## config.mk

```make
export PLATFORM = sky130hd
export DESIGN_NAME = sfb_core
export DESIGN_NICKNAME = d
export VERILOG_FILES = /design/src/verilog/sfb_pkg.sv /design/src/verilog/sfb_core.sv
export VERILOG_INCLUDE_DIRS = /design/src /design/src/verilog
export SDC_FILE = /design/constraint.sdc
export NUM_CORES = 1
export LEC_CHECK = 0
export BUFFER_PORTS_ARGS = -buffer_cell sky130_fd_sc_hd__buf_4
export CAP_MARGIN = 5
export CORE_ASPECT_RATIO = 0.6
export CORE_MARGIN = 1.5
export CORE_UTILIZATION = 28
export CTS_CLUSTER_DIAMETER = 200
export DETAILED_ROUTE_END_ITERATION = 7
export SLEW_MARGIN = 20
export SYNTH_ARGS = -nofsm -noshare
export SYNTH_HDL_FRONTEND = slang
export SYNTH_SLANG_ARGS = --single-unit
```

## constraint.sdc

```tcl
create_clock -name mclk -period 4.6 [get_ports mclk]
set_clock_uncertainty 0.15 [all_clocks]
set_input_delay 0.69 -clock mclk [delete_from_list [all_inputs] [get_ports mclk]]
set_output_delay 0.69 -clock mclk [all_outputs]
set_load 0.05 [all_outputs]
```

## src/verilog/sfb_cfg.svh

```systemverilog
`ifndef SFB_CFG_SVH
`define SFB_CFG_SVH
`define SFB_OP_XFER1 8'h53
`define SFB_OP_XFER2 8'h55
`define SFB_OP_CMP1 8'h60
`define SFB_OP_CMP2 8'h61
`define SFB_OP_RW1 8'h58
`define SFB_OP_RW2 8'h59
`define SFB_OP_STAT 8'hD7
`define SFB_OP_SLEEP 8'hB9
`define SFB_OP_WAKE 8'hAB
// arbitrary backward-compatible density code, value of our own
`define SFB_DENSITY 4'h5
`define SFB_BIT_LAST 3'h7
`define SFB_CMD_BITS 6'h20
`define SFB_OP_BITS 6'h08
// times in ns, cycles at a 100 ns clock
`define SFB_CLK_NS 100
`define SFB_COPY_NS 200000
`define SFB_MATCH_NS 200000
`define SFB_REWRITE_NS 3000000
`define SFB_SLEEP_NS 3000
`define SFB_WAKE_NS 30000
`define SFB_SLEEP_CYC 16'((`SFB_SLEEP_NS) / (`SFB_CLK_NS))
`define SFB_WAKE_CYC 16'((`SFB_WAKE_NS) / (`SFB_CLK_NS))
`endif

```

## src/verilog/sfb_pkg.sv

```systemverilog
package sfb_pkg;
  typedef enum logic [2:0] {
    SFB_IDLE = 3'h0,
    SFB_BUSY = 3'h1,
    SFB_RW2 = 3'h3,
    SFB_GO_SLEEP = 3'h2,
    SFB_SLEEP = 3'h6,
    SFB_GO_WAKE = 3'h7
  } sfb_mode_t;

  typedef struct packed {
    logic ready;
    logic mismatch;
    logic [3:0] density;
    logic protect;
    logic binary_page;
  } sfb_status_t;

  typedef struct packed {
    logic [2:0] sck_sync;
    logic [1:0] cs_sync;
    logic cs_prev;
    logic [1:0] si_sync;
    logic [5:0] bit_cnt;
    logic [31:0] shift;
    logic stat_mode;
    logic [2:0] out_bit;
    logic [7:0] out_byte;
    logic so_o;
    logic so_oe;
    sfb_mode_t mode;
    logic [21:0] timer;
    logic mismatch;
    logic [10:0] page;
    logic buf_two;
    logic is_cmp;
  } sfb_state_t;
endpackage

```

## src/verilog/sfb_core.sv

```systemverilog
// Operation
// - transfer opcodes 53H/55H select buffer one/two
// - standard mode page index at address bits 19:9
// - binary mode page index at bits 18:8
// - operation starts on chip-select rise, busy
// - compare opcodes 60H/61H, same address format
// - compare result written into status bit six
// - rewrite opcodes 58H/59H, same address format
// - rewrite copies page then programs it back
// - status read accepted even while busy, except in sleep entry and sleep
// - status shifted msb first, eight clocks
// - status repeats with fresh contents each byte
// - bit seven high idle, low busy
// - all self-timed operations hold busy
// - bit one reports sector protection
// - bit zero reports binary page size
// - bits five to two fixed density code
// - B9H then chip-select rise enters sleep
// - sleep ignores all but wake command
// - ABH then chip-select rise resumes standby
// - reset leaves device in standby
`include "sfb_cfg.svh"
module sfb_core #(
  parameter int COPY_CYC = (`SFB_COPY_NS) / (`SFB_CLK_NS),
  parameter int MATCH_CYC = (`SFB_MATCH_NS) / (`SFB_CLK_NS),
  parameter int REWRITE_CYC = (`SFB_REWRITE_NS) / (`SFB_CLK_NS)
) (
  input wire logic mclk,
  input wire logic rst_n,
  input wire logic cs_n,
  input wire logic sclk,
  input wire logic si,
  output logic so_o,
  output logic so_oe,
  input wire logic binary_page,
  input wire logic protect_on,
  input wire logic page_match,
  output logic busy,
  output logic asleep,
  output logic page_op_start,
  output logic [10:0] page_index,
  output logic buf_two_sel,
  output logic page_op_is_cmp
);
  sfb_pkg::sfb_state_t st_reg;
  sfb_pkg::sfb_state_t st_next;
  sfb_pkg::sfb_status_t stat;
  logic sck_rise;
  logic sck_fall;
  logic cs_rise;
  logic cs_low;
  logic [7:0] op;
  logic [7:0] op_short;
  logic start_op;

  assign sck_rise = st_reg.sck_sync[1] & ~st_reg.sck_sync[2];
  assign sck_fall = ~st_reg.sck_sync[1] & st_reg.sck_sync[2];
  assign cs_low = ~st_reg.cs_sync[1];
  assign cs_rise = st_reg.cs_sync[1] & ~st_reg.cs_prev;
  assign op = st_reg.shift[31:24];
  // one-byte commands leave their opcode in the low byte, never in the top one
  assign op_short = st_reg.shift[7:0];

  always_comb
  begin
    // rebuilt every cycle, so each repeated status byte carries fresh contents
    stat.ready = (st_reg.mode == sfb_pkg::SFB_IDLE);
    stat.mismatch = st_reg.mismatch;
    stat.density = `SFB_DENSITY;
    stat.protect = protect_on;
    stat.binary_page = binary_page;
  end

  always_comb
  begin
    st_next = st_reg;
    start_op = 1'b0;
    // pins cross through two flops; the link clock must stay at or below mclk/8
    st_next.sck_sync = {st_reg.sck_sync[1:0], sclk};
    st_next.cs_sync = {st_reg.cs_sync[0], cs_n};
    st_next.si_sync = {st_reg.si_sync[0], si};
    st_next.cs_prev = st_reg.cs_sync[1];
    if (!cs_low)
    begin
      st_next.bit_cnt = 6'h00;
      st_next.stat_mode = 1'b0;
      st_next.so_oe = 1'b0;
    end
    else if (sck_rise && !st_reg.stat_mode)
    begin
      // the shifter runs on past 32 bits while the count holds at 32, so 32 or more bits start a page op on the last 32
      st_next.shift = {st_reg.shift[30:0], st_reg.si_sync[1]};
      if (st_reg.bit_cnt != `SFB_CMD_BITS)
        st_next.bit_cnt = st_reg.bit_cnt + 6'h01;
      // status read is honoured in any mode but sleep and sleep entry
      if (st_reg.bit_cnt == `SFB_OP_BITS - 6'h01 &&
          {st_reg.shift[6:0], st_reg.si_sync[1]} == `SFB_OP_STAT &&
          st_reg.mode != sfb_pkg::SFB_SLEEP && st_reg.mode != sfb_pkg::SFB_GO_SLEEP)
      begin
        st_next.stat_mode = 1'b1;
        st_next.out_bit = `SFB_BIT_LAST;
      end
    end
    else if (sck_fall && st_reg.stat_mode)
    begin
      st_next.so_oe = 1'b1;
      st_next.so_o = (st_reg.out_bit == `SFB_BIT_LAST) ? stat.ready : st_reg.out_byte[st_reg.out_bit];
      if (st_reg.out_bit == `SFB_BIT_LAST)
        st_next.out_byte = {stat.ready, stat.mismatch, stat.density, stat.protect, stat.binary_page};
      st_next.out_bit = st_reg.out_bit - 3'h1;
    end
    // one shared down-counter times every self-timed phase
    if (st_reg.timer != 22'h0)
      st_next.timer = st_reg.timer - 22'h1;
    unique case (st_reg.mode)
      sfb_pkg::SFB_IDLE:
        if (cs_rise && st_reg.bit_cnt == `SFB_OP_BITS && op_short == `SFB_OP_SLEEP)
        begin
          st_next.mode = sfb_pkg::SFB_GO_SLEEP;
          st_next.timer = 22'(`SFB_SLEEP_CYC);
        end
        else if (cs_rise && st_reg.bit_cnt == `SFB_CMD_BITS)
        begin
          // page index position depends on page size
          st_next.page = binary_page ? st_reg.shift[18:8] : st_reg.shift[19:9];
          // the transfer pair does not follow the odd-opcode pattern of the others
          st_next.buf_two = (op == `SFB_OP_XFER2) || (op == `SFB_OP_CMP2) || (op == `SFB_OP_RW2);
          st_next.is_cmp = (op == `SFB_OP_CMP1) || (op == `SFB_OP_CMP2);
          if (op == `SFB_OP_XFER1 || op == `SFB_OP_XFER2)
          begin
            st_next.mode = sfb_pkg::SFB_BUSY;
            st_next.timer = 22'(COPY_CYC);
            start_op = 1'b1;
          end
          else if (op == `SFB_OP_CMP1 || op == `SFB_OP_CMP2)
          begin
            st_next.mode = sfb_pkg::SFB_BUSY;
            st_next.timer = 22'(MATCH_CYC);
            start_op = 1'b1;
          end
          else if (op == `SFB_OP_RW1 || op == `SFB_OP_RW2)
          begin
            st_next.mode = sfb_pkg::SFB_RW2;
            st_next.timer = 22'(COPY_CYC);
            start_op = 1'b1;
          end
        end
      sfb_pkg::SFB_BUSY:
        if (st_reg.timer == 22'h0)
        begin
          st_next.mode = sfb_pkg::SFB_IDLE;
          if (st_reg.is_cmp)
            st_next.mismatch = ~page_match;
        end
      sfb_pkg::SFB_RW2:
        if (st_reg.timer == 22'h0)
        begin
          // copy phase done, now program back with erase
          st_next.mode = sfb_pkg::SFB_BUSY;
          st_next.timer = 22'(REWRITE_CYC - COPY_CYC);
        end
      sfb_pkg::SFB_GO_SLEEP:
        if (st_reg.timer == 22'h0)
          st_next.mode = sfb_pkg::SFB_SLEEP;
      // everything but the wake opcode falls through untouched here
      sfb_pkg::SFB_SLEEP:
        if (cs_rise && st_reg.bit_cnt == `SFB_OP_BITS && op_short == `SFB_OP_WAKE)
        begin
          st_next.mode = sfb_pkg::SFB_GO_WAKE;
          st_next.timer = 22'(`SFB_WAKE_CYC);
        end
      sfb_pkg::SFB_GO_WAKE:
        if (st_reg.timer == 22'h0)
          st_next.mode = sfb_pkg::SFB_IDLE;
      default:
        st_next.mode = sfb_pkg::SFB_IDLE;
    endcase
  end

  always_ff @(posedge mclk)
  begin
    if (!rst_n)
    begin
      // pins reset to their idle levels so no false edge follows release
      st_reg <= '0;
      st_reg.sck_sync <= 3'h0;
      st_reg.cs_sync <= 2'h3;
      st_reg.cs_prev <= 1'b1;
      st_reg.mode <= sfb_pkg::SFB_IDLE;
    end
    else
      st_reg <= st_next;
  end

  always_ff @(posedge mclk)
  begin
    if (!rst_n)
      page_op_start <= 1'b0;
    else
      page_op_start <= start_op;
  end

  // enable also follows the synchronised select, so it drops as soon as that rises
  assign so_o = st_reg.so_o;
  assign so_oe = st_reg.so_oe & cs_low;
  assign busy = ~stat.ready;
  assign asleep = (st_reg.mode == sfb_pkg::SFB_SLEEP);
  assign page_index = st_reg.page;
  assign buf_two_sel = st_reg.buf_two;
  assign page_op_is_cmp = st_reg.is_cmp;

  // a page operation is announced only once the machine has gone busy
  busy_start_a: assert property (@(posedge mclk) disable iff (!rst_n)
    page_op_start
    |-> busy)
    else $error("page op started without busy");

  // even the shortest page operation lasts far longer than eight cycles
  busy_hold_a: assert property (@(posedge mclk) disable iff (!rst_n)
    page_op_start
    |-> busy [*8])
    else $error("busy dropped right after a page op start");

  // sleep reports not ready, so a stray poll can never see idle
  stat_bit_a: assert property (@(posedge mclk) disable iff (!rst_n)
    asleep
    |-> ##1 (busy))
    else $error("sleep left ready");

  // only the wake opcode may move the machine out of sleep
  sleep_hold_a: assert property (@(posedge mclk) disable iff (!rst_n)
    asleep && !(cs_rise && st_reg.bit_cnt == `SFB_OP_BITS && op_short == `SFB_OP_WAKE)
    |=> asleep)
    else $error("sleep left without wake command");

  // entry delay over means the device is really asleep
  sleep_entry_a: assert property (@(posedge mclk) disable iff (!rst_n)
    st_reg.mode == sfb_pkg::SFB_GO_SLEEP && st_reg.timer == 22'h0
    |=> asleep)
    else $error("sleep not entered after entry time");

  // wake delay over means the device is back in standby
  wake_done_a: assert property (@(posedge mclk) disable iff (!rst_n)
    st_reg.mode == sfb_pkg::SFB_GO_WAKE && st_reg.timer == 22'h0
    |=> !busy)
    else $error("wake stuck");

  // a buffer one transfer starts with the first buffer and no compare
  xfer_buf_a: assert property (@(posedge mclk) disable iff (!rst_n)
    cs_rise && st_reg.mode == sfb_pkg::SFB_IDLE && st_reg.bit_cnt == `SFB_CMD_BITS && op == `SFB_OP_XFER1
    |=> page_op_start && !buf_two_sel && !page_op_is_cmp)
    else $error("buffer one transfer misdecoded");

  // a buffer two compare starts with the second buffer and compare set
  cmp_buf_a: assert property (@(posedge mclk) disable iff (!rst_n)
    cs_rise && st_reg.mode == sfb_pkg::SFB_IDLE && st_reg.bit_cnt == `SFB_CMD_BITS && op == `SFB_OP_CMP2
    |=> page_op_start && buf_two_sel && page_op_is_cmp)
    else $error("buffer two compare misdecoded");

  // standard pages take their index from address bits 19 to 9
  page_std_a: assert property (@(posedge mclk) disable iff (!rst_n)
    cs_rise && st_reg.mode == sfb_pkg::SFB_IDLE && st_reg.bit_cnt == `SFB_CMD_BITS && !binary_page
    |=> page_index == $past(st_reg.shift[19:9]))
    else $error("standard page index misplaced");

  // binary pages take their index from address bits 18 to 8
  page_bin_a: assert property (@(posedge mclk) disable iff (!rst_n)
    cs_rise && st_reg.mode == sfb_pkg::SFB_IDLE && st_reg.bit_cnt == `SFB_CMD_BITS && binary_page
    |=> page_index == $past(st_reg.shift[18:8]))
    else $error("binary page index misplaced");

  // the compare result is latched as the compare finishes
  cmp_result_a: assert property (@(posedge mclk) disable iff (!rst_n)
    st_reg.mode == sfb_pkg::SFB_BUSY && st_reg.timer == 22'h0 && st_reg.is_cmp
    |=> st_reg.mismatch == !$past(page_match))
    else $error("compare result not latched");

  // the copy phase of a rewrite hands over to the program phase, still busy
  rewrite_phase_a: assert property (@(posedge mclk) disable iff (!rst_n)
    st_reg.mode == sfb_pkg::SFB_RW2 && st_reg.timer == 22'h0
    |=> st_reg.mode == sfb_pkg::SFB_BUSY && busy)
    else $error("rewrite program phase missing");

  // each status byte opens with the ready bit on the line
  status_msb_a: assert property (@(posedge mclk) disable iff (!rst_n)
    cs_low && sck_fall && st_reg.stat_mode && st_reg.out_bit == `SFB_BIT_LAST
    |=> so_o == !$past(busy) && st_reg.so_oe)
    else $error("status byte did not open with ready");

  // low status bits carry density, protection and page size
  status_low_a: assert property (@(posedge mclk) disable iff (!rst_n)
    cs_low && sck_fall && st_reg.stat_mode && st_reg.out_bit == `SFB_BIT_LAST
    |=> st_reg.out_byte[5:0] == {`SFB_DENSITY, $past(protect_on), $past(binary_page)})
    else $error("status low bits wrong");

  // deselect must always clear the registered enable
  so_float_a: assert property (@(posedge mclk) disable iff (!rst_n)
    !cs_low
    |=> !st_reg.so_oe)
    else $error("output driven while deselected");
endmodule // sfb_core

```

==> flow_metrics.py <==
metrics = {
    "run_status": {
        "status": "completed",
    },
    "critical_path": {
        "r2r-end": "st_reg[23]$_SDFF_PN0_",
        "cp.arrival_ns": 2.65,
        "ff2ff_path_depth": 7,
        "r2r_start": "st_reg[19]$_SDFF_PN0_",
        "end_kind": "flip-flop",
        "cp_max_fo": 12,
        "crit_required_ns": 4.67,
        "worst_setup_path_start_kind": "flip-flop",
        "r2r_slack_ns": 2.03,
        "path_class": "flip-flop to flip-flop",
    },
    "pwr": {
        "p_seq_share_pct": 39.3,
        "p_per_area_nw_per_um2": 533,
        "p_leak_nw": 1.73,
        "p_clk_share_pct": 26.0,
        "p_sw_mw": 0.991,
        "ir_drop_mv": 0.227,
        "netSwitchingFraction_pct": 37.1,
        "p_int_mw": 1.68,
        "p_comb_share_pct": 34.7,
    },
    "clocking": {
        "clk_latency_ns": 0.35,
        "numClockSinks": 97,
        "hold_buffers": 0,
        "path_clk_slew_ns": 0.07,
        "cts_root_buffer": "clkbuf_16",
        "htreeDepth": 3,
        "cts_setup_buffers": 0,
        "post_cts_resized": 0,
        "cts_buffer_depth": 2,
        "tritoncts": "done",
        "cts_buffers": 9,
    },
    "synthesis": {
        "synth_warnings": 0,
        "syn-num-nets": 541,
        "yosysTopAreaCellShare_pct": 43.6,
        "ys_ff_latch": 97,
        "yosysTopAreaCell": "dfxtp_1",
        "synthFlopType": "dfxtp_1",
        "synthArstFlopShare_pct": 0,
        "ys_types": 60,
        "synth-edff-count": 0,
        "synth_area_um2": 4450,
        "yosysSeqAreaShare_pct": 43.6,
        "synthesis.instances": 526,
        "avgSynthCellArea_um2": 8.47,
        "synth_area_leaders": "dfxtp_1, nand2_1, a21oi_1, nor2_1, mux2i_1",
    },
    "sta": {
        "hold_violations": 0,
        "setup_viol": 0,
        "slew_viol_final": 0,
        "finalSetupTns_ns": 0,
        "relSlewSlack_pct": 41.9,
        "grt_setup_unrepaired": "no",
        "period_needed_ns": 2.57,
        "worst_pin_slew_ns": 0.871,
        "fin_crit_sh_pct": 55.9,
        "clock.fmax_mhz": 389,
    },
    "cells_and_area": {
        "final_util_pct": 32.4,
        "largest_register_ffs": 61,
        "final_cell_mix": "dfxtp_1, nand2_1, nor2_1",
        "drive_gt1_share_pct": 10.7,
        "finalNetCount": 544,
        "num_antenna_cells": 0,
        "mostFrequentLayoutCell": "dfxtp_1",
        "area_delta_synth_final_pct": 12.6,
    },
    "placed_design": {
        "dp_hpwl_mm": 6.71,
        "portBuffers": 25,
        "place_congestion": 0.860,
    },
    "floorplan": {
        "die_w_um": 166,
        "io_pins": 26,
        "core-area_um2": 15500,
        "placementRows": 35,
        "start_util_pct": 28.8,
        "dieArea_um2": 16700,
        "fp.dieH_um": 101,
    },
    "min_path": {
        "hold_end": "st_next[93]$_SDFF_PN1_",
        "worstHoldStart": "st_next[95]$_SDFF_PN1_",
        "worstHoldPathCells": 1,
        "hold_class": "flip-flop to flip-flop",
    },
    "drt": {
        "drc": 0,
        "vias": 3548,
        "dr.pass1.iters": 5,
        "wl_mm": 9.49,
        "post_drt_wl_per_cell_um": 12.9,
        "via_per_inst": 4.81,
        "antenna_left": 0,
        "first_iter_violations": 283,
    },
    "global_route": {
        "overflow": 0,
        "grt_max_degree": 66,
        "grt_pass1_vias": 3306,
        "grt_first_pass_wirelength_mm": 16.2,
        "global_route.usage.total_pct": 12.0,
        "antenna_found_initial": 0,
    },
    "job": {
        "cap_viol_max_count": 0,
    },
}
## worst max path at each step
| stage | from | endpoint | slack, ns |
|---|---|---|---|
| global placement | st_reg[85]$_SDFFE_PP0P_ | st_reg[26]$_SDFF_PN0_ | 2.11 |
| finish | st_reg[19]$_SDFF_PN0_ | st_reg[23]$_SDFF_PN0_ | 2.03 |
| global route | st_reg[19]$_SDFF_PN0_ | st_reg[23]$_SDFF_PN0_ | 1.75 |
| detailed placement | st_reg[19]$_SDFF_PN0_ | st_reg[23]$_SDFF_PN0_ | 2.04 |
| floorplan | st_reg[37]$_SDFFE_PN0P_ | asleep | 2.41 |
| CTS | st_reg[37]$_SDFFE_PN0P_ | busy | 1.99 |
## per-layer routing
metal	part of all wire [%]	global-route usage, %	vias to the layer above
met3	4.5	2.83	11
met4	1.5	4.37	0
met5	0	0	-
li1	-	-	1842
met2	42	17.9	76
met1	52	16.9	1619
## area by class of cell
class	count	area, um^2
sequential	97	1940
clock inverter	5	31.3
clock buffer	11	243
inverter	16	61.3
tap	203	254
multi-input combinational	378	2280
fill	1588	10400
timing repair buffer	27	203
## synthesized netlist by cell type, drive strengths merged (3+ instances only)
library cell   n
a31oi          7
nor2          58
nand2b         6
nand2         81
nand4bb        4
dfxtp         97
nor3          12
buf           13
or3            4
o21ai          9
nand3b         7
and2           8
nor4           9
inv           16
xor2          11
nand4b         3
or4            3
nand3         10
clkbuf        22
ha             7
mux2i         17
xnor2          9
a211oi        13
a21oi         57
a21o           5
a311oi         4
o31ai          3
## worst max-delay path, stage by stage, from the launching register on
cell and delay [ns]:
dfxtp_1 0.36, nor3_1 0.45, nand3b_2 0.22, nor3_4 0.36, inv_1 0.27, a21o_1 0.22, o21ai_0 0.32, a21oi_1 0.09
## power by group through the flow
stage | Sequential (mW) | Clock, mW | Combinational [mW]
floorplan | 1.03 | 0 | 0.758
global placement | 1.06 | 0 | 0.897
detailed placement | 1.07 | 0 | 0.909
CTS | 1.05 | 0.717 | 0.918
global route | 1.07 | 0.747 | 1.04
finish | 1.05 | 0.696 | 0.927
## kinds of logic (layout without fill, tap and decap cells)
group                      after synthesis  after routing  share of synthesized area, %
adders and majority gates                7              7                          1.97
xor gates and xnor gates                20             20                          3.93
and+or+nand+nor                        221            221                          25.5
muxes                                   17             17                          3.82
buffers and inverters                   51             59                          5.28
AOI/OAI and AO/OA                      113            113                          15.9
DFF                                     97             97                          43.6
## metrics by stage
step | hold slack (ns) | area, um^2 | instances | power [mW] | setup WS (ns)
after CTS | 0.261 | 5010 | 737 | 2.68 | 1.99
after detailed placement | 0.245 | 4740 | 721 | 1.98 | 2.04
after global placement | 0.239 | 4740 | 721 | 1.96 | 2.11
final | 0.257 | 5010 | 737 | 2.67 | 2.03
after global routing | 0.292 | 5010 | 737 | 2.85 | 1.75
after floorplan | 0.236 | 4450 | 526 | 1.79 | 2.41
No activity file was read; power rests on OpenSTA's default activity.
